File: src/include/fieldbus_io_consts.vh
`ifndef FIELDBUS_IO_CONSTS_VH
`define FIELDBUS_IO_CONSTS_VH
// Register offsets on the plain software port
`define REG_INPUT_IMAGE   4'h0
`define REG_OUTPUT_IMAGE  4'h1
`define REG_STATION       4'h2
`define REG_DIAG_STATUS   4'h3
`define REG_IRQ_STATUS    4'h4
`define REG_IRQ_MASK      4'h5
`define REG_FRAME_INDEX   4'h6
`define REG_FRAME_DATA    4'h7
`define REG_STATION_ADDR  4'h8
`define REG_STATION2      4'h9
`define REG_STATION3      4'hA
`define REG_DIAG_MASTER   4'hB
// Diagnostic master address before software fills it in
`define DIAG_MASTER_RESET 8'hFF
// Largest legal digit of an address switch
`define BCD_DIGIT_MAX     4'h9
// Diagnostic frame layout
`define FRAME_LEN         4'hD
`define FRAME_LAST        4'hC
`define DIAG_HEADER       8'h07
`define IDENT_CODE        16'h1234 // Arbitrary value, stands in for the real code
// Device diagnostic byte bit positions
`define DIAG_US_LOW       3
`define DIAG_OUT_OVL      5
`define DIAG_LOGIC_LOW    6
`define DIAG_US_OVL       7
// Interrupt status bit positions
`define IRQ_DIAG_CHANGE   0
`define IRQ_FRAME_DONE    1
// Station address range
`define STATION_MIN       7'h01
`define STATION_MAX       7'h63
`endif

File: src/fieldbus_io_image.v
// Added by the designer: the register offsets and strobed register access.
`timescale 1ns/1ps
`include "fieldbus_io_consts.vh"

module fieldbus_io_image (
  input wire REF_CLK,
  input wire RESETN,
  input wire [3:0] ADDR,
  input wire [7:0] WDATA,
  input wire WR,
  input wire RD,
  output reg [7:0] RDATA,
  input wire [3:0] DIGITAL_INPUTS,
  output reg [3:0] DIGITAL_OUTPUTS,
  input wire [3:0] OUTPUT_OVERLOAD,
  input wire SENSOR_SUPPLY_LOW,
  input wire SENSOR_SUPPLY_OVERLOAD,
  input wire LOGIC_SUPPLY_LOW,
  input wire [3:0] ADDRESS_TENS_SWITCH,
  input wire [3:0] ADDRESS_UNITS_SWITCH,
  output reg [6:0] STATION_ADDRESS,
  output reg STATION_VALID,
  output reg [7:0] TELEGRAM_BYTE,
  output reg TELEGRAM_VALID,
  output reg IRQ
);
  // ==========================================
  // State
  reg [7:0] input_image_reg;
  reg [7:0] output_image_reg;
  reg [7:0] station_status1_reg;
  reg [7:0] station_status2_reg;
  reg [7:0] station_status3_reg;
  reg [7:0] diag_master_reg;
  reg [7:0] diag_byte_reg;
  reg [7:0] prev_diag_reg;
  reg [1:0] irq_status_reg;
  reg [1:0] irq_mask_reg;
  reg [3:0] frame_index_reg;
  reg strapped_reg;
  reg send_pending_reg;
  wire [7:0] diag_byte_next;
  wire [103:0] frame;
  wire [6:0] switch_value;
  wire diag_event;
  wire sender_busy;
  wire sender_done;
  wire [7:0] sender_byte;
  wire sender_valid;
  reg [1:0] irq_status_next;
  // High half goes out first, so it sits in the lower frame byte
  localparam [15:0] ident_code = `IDENT_CODE;

  // Sensible decimal conversion of the two rotary switches
  function [6:0] bcd_to_bin;
    input [3:0] tens;
    input [3:0] units;
    reg [6:0] t;
    begin
      t = {3'h0, tens};
      bcd_to_bin = (t << 3) + (t << 1) + {3'h0, units};
    end
  endfunction

  // Frame byte selector for the software read; the sender indexes the frame itself
  function [7:0] frame_byte;
    input [103:0] f;
    input [3:0] idx;
    begin
      if (idx <= `FRAME_LAST)
        frame_byte = f[idx*8 +: 8];
      else
        frame_byte = 8'h00;
    end
  endfunction

  // ==========================================
  // Live diagnostic byte, never latched
  assign diag_byte_next = {SENSOR_SUPPLY_OVERLOAD,
                           LOGIC_SUPPLY_LOW,
                           |OUTPUT_OVERLOAD,
                           1'b0,
                           SENSOR_SUPPLY_LOW,
                           3'h0};

  // Frame assembled byte 0 in the low bits
  assign frame = {8'h00,
                  32'h0000_0000,
                  diag_byte_reg,
                  `DIAG_HEADER,
                  ident_code[7:0],
                  ident_code[15:8],
                  diag_master_reg,
                  station_status3_reg,
                  station_status2_reg,
                  station_status1_reg};

  assign switch_value = bcd_to_bin(ADDRESS_TENS_SWITCH, ADDRESS_UNITS_SWITCH);
  assign diag_event = (diag_byte_reg != prev_diag_reg);

  diag_frame_sender u_sender (
    .clk(REF_CLK),
    .resetn(RESETN),
    .start(send_pending_reg),
    .frame(frame),
    .byte_out(sender_byte),
    .byte_valid(sender_valid),
    .busy(sender_busy),
    .done(sender_done)
  );

  // ==========================================
  // Sticky interrupt bits; a new event beats the clear in the same cycle
  always @* begin
    irq_status_next = irq_status_reg;
    if (WR && ADDR == `REG_IRQ_STATUS)
      irq_status_next = irq_status_reg & ~WDATA[1:0];
    if (diag_event)
      irq_status_next[`IRQ_DIAG_CHANGE] = 1'b1;
    if (sender_done)
      irq_status_next[`IRQ_FRAME_DONE] = 1'b1;
  end

  // ==========================================
  // One strobe at one offset; used by every write decode except the interrupt status clear
  function port_hit;
    input strobe;
    input [3:0] addr;
    input [3:0] offset;
    begin
      port_hit = strobe && (addr == offset);
    end
  endfunction

  wire wr_output = port_hit(WR, ADDR, `REG_OUTPUT_IMAGE);
  wire wr_mask = port_hit(WR, ADDR, `REG_IRQ_MASK);
  wire wr_index = port_hit(WR, ADDR, `REG_FRAME_INDEX);
  wire wr_status1 = port_hit(WR, ADDR, `REG_STATION);
  wire wr_status2 = port_hit(WR, ADDR, `REG_STATION2);
  wire wr_status3 = port_hit(WR, ADDR, `REG_STATION3);
  wire wr_master = port_hit(WR, ADDR, `REG_DIAG_MASTER);
  // Digits above nine can still give a 7-bit sum in the legal range, directly or by wrapping
  wire digits_ok = (ADDRESS_TENS_SWITCH <= `BCD_DIGIT_MAX) && (ADDRESS_UNITS_SWITCH <= `BCD_DIGIT_MAX);
  reg [7:0] rdata_next;

  // ==========================================
  // Process image
  // Inputs pass one register so a read never sees a pin mid-change
  always @(posedge REF_CLK or negedge RESETN) begin
    if (!RESETN) begin
      input_image_reg <= 8'h00;
      DIGITAL_OUTPUTS <= 4'h0;
    end else begin
      input_image_reg <= {4'h0, DIGITAL_INPUTS};
      // Upper nibble is dropped here, so nothing written there reaches a pin
      DIGITAL_OUTPUTS <= output_image_reg[3:0];
    end
  end

  // ==========================================
  // Software-written registers
  always @(posedge REF_CLK or negedge RESETN) begin
    if (!RESETN) begin
      output_image_reg <= 8'h00;
      irq_mask_reg <= 2'h0;
      frame_index_reg <= 4'h0;
      station_status1_reg <= 8'h00;
      station_status2_reg <= 8'h00;
      station_status3_reg <= 8'h00;
      diag_master_reg <= `DIAG_MASTER_RESET;
    end else begin
      // The whole byte is kept so software reads back what it wrote
      if (wr_output) begin
        output_image_reg <= WDATA;
      end
      if (wr_mask) begin
        irq_mask_reg <= WDATA[1:0];
      end
      if (wr_index) begin
        frame_index_reg <= WDATA[3:0];
      end
      // Station status bytes are kept up to date by the link software
      if (wr_status1) begin
        station_status1_reg <= WDATA;
      end
      if (wr_status2) begin
        station_status2_reg <= WDATA;
      end
      if (wr_status3) begin
        station_status3_reg <= WDATA;
      end
      if (wr_master) begin
        diag_master_reg <= WDATA;
      end
    end
  end

  // ==========================================
  // Diagnostic byte and change detection
  // Both start at zero, so flags already set at release count as an event
  always @(posedge REF_CLK or negedge RESETN) begin
    if (!RESETN) begin
      diag_byte_reg <= 8'h00;
      prev_diag_reg <= 8'h00;
    end else begin
      diag_byte_reg <= diag_byte_next;
      prev_diag_reg <= diag_byte_reg;
    end
  end

  // ==========================================
  // Station address, caught once after reset release
  // Later switch turns are ignored until the next reset
  always @(posedge REF_CLK or negedge RESETN) begin
    if (!RESETN) begin
      strapped_reg <= 1'b0;
      STATION_ADDRESS <= 7'h00;
      STATION_VALID <= 1'b0;
    end else if (!strapped_reg) begin
      strapped_reg <= 1'b1;
      STATION_ADDRESS <= switch_value;
      STATION_VALID <= digits_ok && (switch_value >= `STATION_MIN) && (switch_value <= `STATION_MAX);
    end
  end

  // ==========================================
  // Telegram request and byte output
  // A change arriving mid-send queues exactly one more telegram, never more
  always @(posedge REF_CLK or negedge RESETN) begin
    if (!RESETN) begin
      send_pending_reg <= 1'b0;
      TELEGRAM_BYTE <= 8'h00;
      TELEGRAM_VALID <= 1'b0;
    end else begin
      if (diag_event) begin
        send_pending_reg <= 1'b1;
      end else if (!sender_busy) begin
        send_pending_reg <= 1'b0;
      end
      // Retimed so the telegram pins come straight from flip-flops
      TELEGRAM_BYTE <= sender_byte;
      TELEGRAM_VALID <= sender_valid;
    end
  end

  // ==========================================
  // Interrupt status and level output
  // A mask write takes effect one cycle after it lands
  always @(posedge REF_CLK or negedge RESETN) begin
    if (!RESETN) begin
      irq_status_reg <= 2'h0;
      IRQ <= 1'b0;
    end else begin
      irq_status_reg <= irq_status_next;
      IRQ <= |(irq_status_next & irq_mask_reg);
    end
  end

  // ==========================================
  // Read decode; every read sees live data
  always @* begin
    rdata_next = 8'h00;
    if (RD) begin
      case (ADDR)
        `REG_INPUT_IMAGE: rdata_next = input_image_reg;
        `REG_OUTPUT_IMAGE: rdata_next = output_image_reg;
        `REG_STATION: rdata_next = station_status1_reg;
        `REG_DIAG_STATUS: rdata_next = diag_byte_reg;
        `REG_IRQ_STATUS: rdata_next = {6'h00, irq_status_reg};
        `REG_IRQ_MASK: rdata_next = {6'h00, irq_mask_reg};
        `REG_FRAME_INDEX: rdata_next = {4'h0, frame_index_reg};
        `REG_FRAME_DATA: rdata_next = frame_byte(frame, frame_index_reg);
        `REG_STATION_ADDR: rdata_next = {STATION_VALID, STATION_ADDRESS};
        `REG_STATION2: rdata_next = station_status2_reg;
        `REG_STATION3: rdata_next = station_status3_reg;
        `REG_DIAG_MASTER: rdata_next = diag_master_reg;
        default: rdata_next = 8'h00;
      endcase
    end
  end

  // Read data stand one cycle after the strobe and are zero otherwise
  always @(posedge REF_CLK or negedge RESETN) begin
    if (!RESETN) begin
      RDATA <= 8'h00;
    end else begin
      RDATA <= rdata_next;
    end
  end
endmodule

File: src/diag_frame_sender.v
`timescale 1ns/1ps
`include "fieldbus_io_consts.vh"

// Streams one diagnostic frame byte by byte on request
module diag_frame_sender (
  input wire clk,
  input wire resetn,
  input wire start,
  input wire [103:0] frame,
  output reg [7:0] byte_out,
  output reg byte_valid,
  output reg busy,
  output reg done
);
  reg [3:0] index_reg;

  // ==========================================
  // Sender: one telegram per start, never repeated
  always @(posedge clk or negedge resetn) begin
    if (!resetn) begin
      index_reg <= 4'h0;
      byte_out <= 8'h00;
      byte_valid <= 1'b0;
      busy <= 1'b0;
      done <= 1'b0;
    end else begin
      done <= 1'b0;
      byte_valid <= 1'b0;
      if (!busy) begin
        if (start) begin
          busy <= 1'b1;
          index_reg <= 4'h0;
        end
      end else begin
        byte_out <= frame[index_reg*8 +: 8];
        byte_valid <= 1'b1;
        if (index_reg == `FRAME_LAST) begin
          busy <= 1'b0;
          done <= 1'b1;
        end else begin
          index_reg <= index_reg + 4'h1;
        end
      end
    end
  end
endmodule

File: config.mk
export PLATFORM = sky130hd
export DESIGN_NAME = fieldbus_io_image
export DESIGN_NICKNAME = d
export VERILOG_FILES = /design/src/fieldbus_io_image.v /design/src/diag_frame_sender.v
export VERILOG_INCLUDE_DIRS = /design/src /design/src/include
export SDC_FILE = /design/constraint.sdc
export NUM_CORES = 1
export LEC_CHECK = 0
export ABC_CLOCK_PERIOD_IN_PS = 3800
export BUFFER_PORTS_ARGS = -buffer_cell sky130_fd_sc_hd__clkbuf_2
export CAP_MARGIN = 15
export CORE_UTILIZATION = 55
export DETAILED_ROUTE_END_ITERATION = 7
export PLACE_DENSITY_LB_ADDON = 0.15
export SETUP_SLACK_MARGIN = 0.02
export SLEW_MARGIN = 40
export SYNTH_ARGS = -nofsm -noshare
export SYNTH_HDL_FRONTEND = slang
export SYNTH_SLANG_ARGS = --single-unit
export TNS_END_PERCENT = 10
File: constraint.sdc
create_clock -name REF_CLK -period 3.8 [get_ports REF_CLK]
set_input_delay 0.38 -clock REF_CLK [delete_from_list [all_inputs] [get_ports REF_CLK]]
set_output_delay 0.38 -clock REF_CLK [all_outputs]
set_load 0.01 [all_outputs]
==> metrics.md <==
| Metric | Value |
|---|---|
| #FFs+latches synth | ~110 |
| GPL Wtd Cong | approximately 0.86 |
| Cell variety after synth | 60 |
| DRT Wirelength | about 12000 microns |
| Post_cts resized | 0 |
| CP Cell Sequence | clkbuf_2, fa_1, fa_1, a21o_1, a21oi_1, xor2_1, or3b_1, a32o_1 |
| Layout cell share with drive strength beyond 1 | between 30% and 40% |
| Die area | between 10000 and 15000 sq um |
| Synth-to-Final Area Change | 9.556% |
| Part of the Yosys area used for sequential elements | approximately half |
| Vias/cell | about 5.9 |
| First-pass GRT wire length | approximately 19000 microns |
| Hold/Removal Path Class | input port to asynchronous set/reset pin |
| Clk_lat worst skew | 0.37 ns |
| Final Skew | between 0.008 and 0.009 ns |
| Antenna Nets Post-Route | 0 |
| Die width | slightly above 100 microns |
| Hold Vio Cnt, Final | 0 |
| Pre-antenna DRT Iters | 5 |
| Routed vias | around 3700 |
| Logic gate share of total power | 29.1% |
| Clock share of power | between 20% and 30% |
| Data required, critical path | 4.07 ns |
| Initial core utilization | 57.71% |
| FMAX | ~430 MHz |
| Clk buf depth | 2 |
| Max VDD drop | 0.2667 mV |
| Cts bufs inserted | 9 |
| Commonest non-fill, non-tap cells in the layout | 99 x dfrtp_1, 62 x clkbuf_2, 55 x mux2_2, 28 x nand2_1, 26 x o21ai_0 |
| Post-layout net count | around 540 |
| Syn Inst Count | approximately 440 |
| Residual DRC count | 0 |
| GRT overflow | 0 |
| Vias in the first global route | about 3500 |
| Worst path arrival time | between 2 and 3 ns |
| NetSw | roughly 1200 uW |
| Slowest stage cell, crit path | fa_1 |
| WHS | ~0.012 ns |
| Pwr dens | around 570 nW/um^2 |
| Synth warnings | 0 |
| Syn avg cell area | about 12 sq um |
| Core area | between 9000 and 10000 sq um |
| Slew @ Worst Pin | ~0.78 ns |
| Flop pwr share | between 50 and 60% |
| Port-buffer cells | 64 |
| Startpoint type of the worst setup path | input port |
| Commonest non-fill, non-tap cell in the layout | dfrtp_1 |
| Initial antenna violation count | 0 |
| Antenna diodes | 0 |
| Tmin final | 2.318 ns |
| Post-route worst setup slack | approximately 1.5 ns |
| Clock sinks | between 100 and 150 |
| Row count | 35 |
| Sw Ratio | around 34% |
| Cts hold-fix bufs | 0 |
| Net Count, Synth | a little under 500 |
| Top cell by count, worst path | fa_1 |
| Leakage Power | roughly 0.0026 uW |
| Rel. slew slack | between 40 and 50% |
| Clock transition at the registers of the reported paths | about 0.10 ns |
| Max Cap Viol | 0 |
| Total track usage | between 20% and 30% |
| Prevailing post-synth register cell | dfrtp_1 |
| Cell Int Power | 2213 uW |
| Worst setup path category | input port to register |
| CTS tree | yes |
| Post-synthesis cell area | roughly 5400 sq um |
| Vert. Die Dim | about 100 microns |
| FFs w/ async S/R, synth | 100.0% |
| Root buffer cell | clkbuf_8 |
| Final setup viols | 0 |
| Wire per inst | about 19 microns |
| Largest net degree at the start of global routing | slightly below 90 |
| Status | finished, final reports clean |
| Setup WS pre-CTS | 1.071 ns |
| Htree depth | 3 |
| Hpwl dp | roughly 8000 microns |
| CP Max Fanout | 3 |
| Final Slew Violations | 0 |
| Iteration-0 DRC count of the detailed router | 277 |
| Post-CTS Setup Inserts | 0 |
| Period Utilization, post-route | slightly above 60% |
| Setup crit end kind | register |
| EDFF count, synth | 0 |
| CP max stage delay | about 0.54 ns |
| Sum Neg Setup Slack | 0 ns |
| RSZ-0062 raised after global routing | no |
| I/O Pins | 65 |
cell type report:
class	instances	area (sq um)
Fill cell	760	3462
Sequential cell	107	2688
Multi-Input combinational cell	287	2477
Timing Repair Buffer	68	361.6
Tap cell	129	161.4
Clock buffer	10	137.6
Inverter	19	71.32
Clock inverter	6	56.30
power groups by stage:
stage	Sequential (uW)	Combinational, uW	Clock (uW)
6_report	1720	982	675
5_1_grt	1760	1090	736
4_1_cts	1720	984	694
3_5_place_dp	1740	978	0
3_3_place_gp	1730	960	0
2_1_floorplan	1600	820	0
Yosys cell counts, types with 4 or more instances:
cell | number | area, sq um
a31oi_1 | 4 | 25.02
o211ai_1 | 5 | 37.54
mux2i_1 | 14 | 140.1
xnor2_1 | 4 | 35.03
nand2_1 | 28 | 105.1
ha_1 | 12 | 150.1
nand4_1 | 5 | 31.28
nor3_1 | 5 | 25.02
nor2b_1 | 4 | 25.02
mux4_2 | 16 | 360.4
inv_1 | 18 | 67.56
buf_2 | 8 | 40.04
nand3_1 | 9 | 45.04
a22oi_1 | 5 | 37.54
o22ai_1 | 6 | 37.54
clkbuf_1 | 4 | 15.01
dfrtp_1 | 99 | 2477
nor2_1 | 11 | 41.29
buf_6 | 11 | 123.9
mux2_2 | 55 | 619.3
a21o_1 | 7 | 52.55
o21ai_0 | 26 | 130.1
dfstp_2 | 8 | 210.2
a21oi_1 | 18 | 90.09
path summary, 6_finish.rpt:
kind	start	to	slack, ns	cells past startpoint
hold reg to reg	u_sender.byte_valid$_DFF_PN0_	TELEGRAM_VALID$_DFF_PN0_	0.36	0
setup reg to reg	frame_index_reg[0]$_DFFE_PN0P_	RDATA[7]$_DFF_PN0_	1.69	5
setup / recovery	ADDRESS_TENS_SWITCH[0]	STATION_VALID$_DFFE_PN0N_	1.48	8
hold / removal	RESETN	DIGITAL_OUTPUTS[3]$_DFF_PN0_	0.01	1
max in group asynchronous	RESETN	diag_master_reg[5]$_DFFE_PN1P_	3.07	2
min in group REF_CLK	SENSOR_SUPPLY_LOW	diag_byte_reg[3]$_DFF_PN0_	0.10	1
metal layers:
metal	share of wire [%]	global-route usage, %	up-vias
li1	-	-	1710
met1	46	37.44	1830
met2	47	38.88	136
met3	5.8	4.486	19
met4	1.8	7.135	0
met5	0	0	-
worst max-delay path: cells and delay by family:
kind	cells	cell delay, ns
AOI/OAI and AO/OA	3	0.60
and+or+nand+nor	1	0.36
adders and majority gates	2	1.03
xor gates and xnor gates	1	0.11
buffers and inverters	1	0.11
kinds of logic (layout without fill, tap and decap cells):
logic type / after synthesis / count (layout) / synth area share, %
buf+inv: 45 / 103 / 4.950
compound gates: 89 / 89 / 10.32
fa+ha+maj: 14 / 14 / 3.500
mux: 85 / 85 / 20.61
flops: 107 / 107 / 49.46
other cells: 1 / 1 / 0.06901
xor+xnor: 7 / 7 / 1.128
simple gates: 91 / 91 / 9.970
metrics by stage:
stage          util (%)  cell area, sq um  std cells  power (uW)
2_1_floorplan         -              5434        439        2424
3_3_place_gp      61.08              5751        610        2689
3_5_place_dp      61.14              5757        610        2719
4_1_cts           63.20              5951        626        3395
5_1_grt           63.23              5953        626        3591
6_report          63.23              5953        626        3374
(Power assumes the default switching activity.)
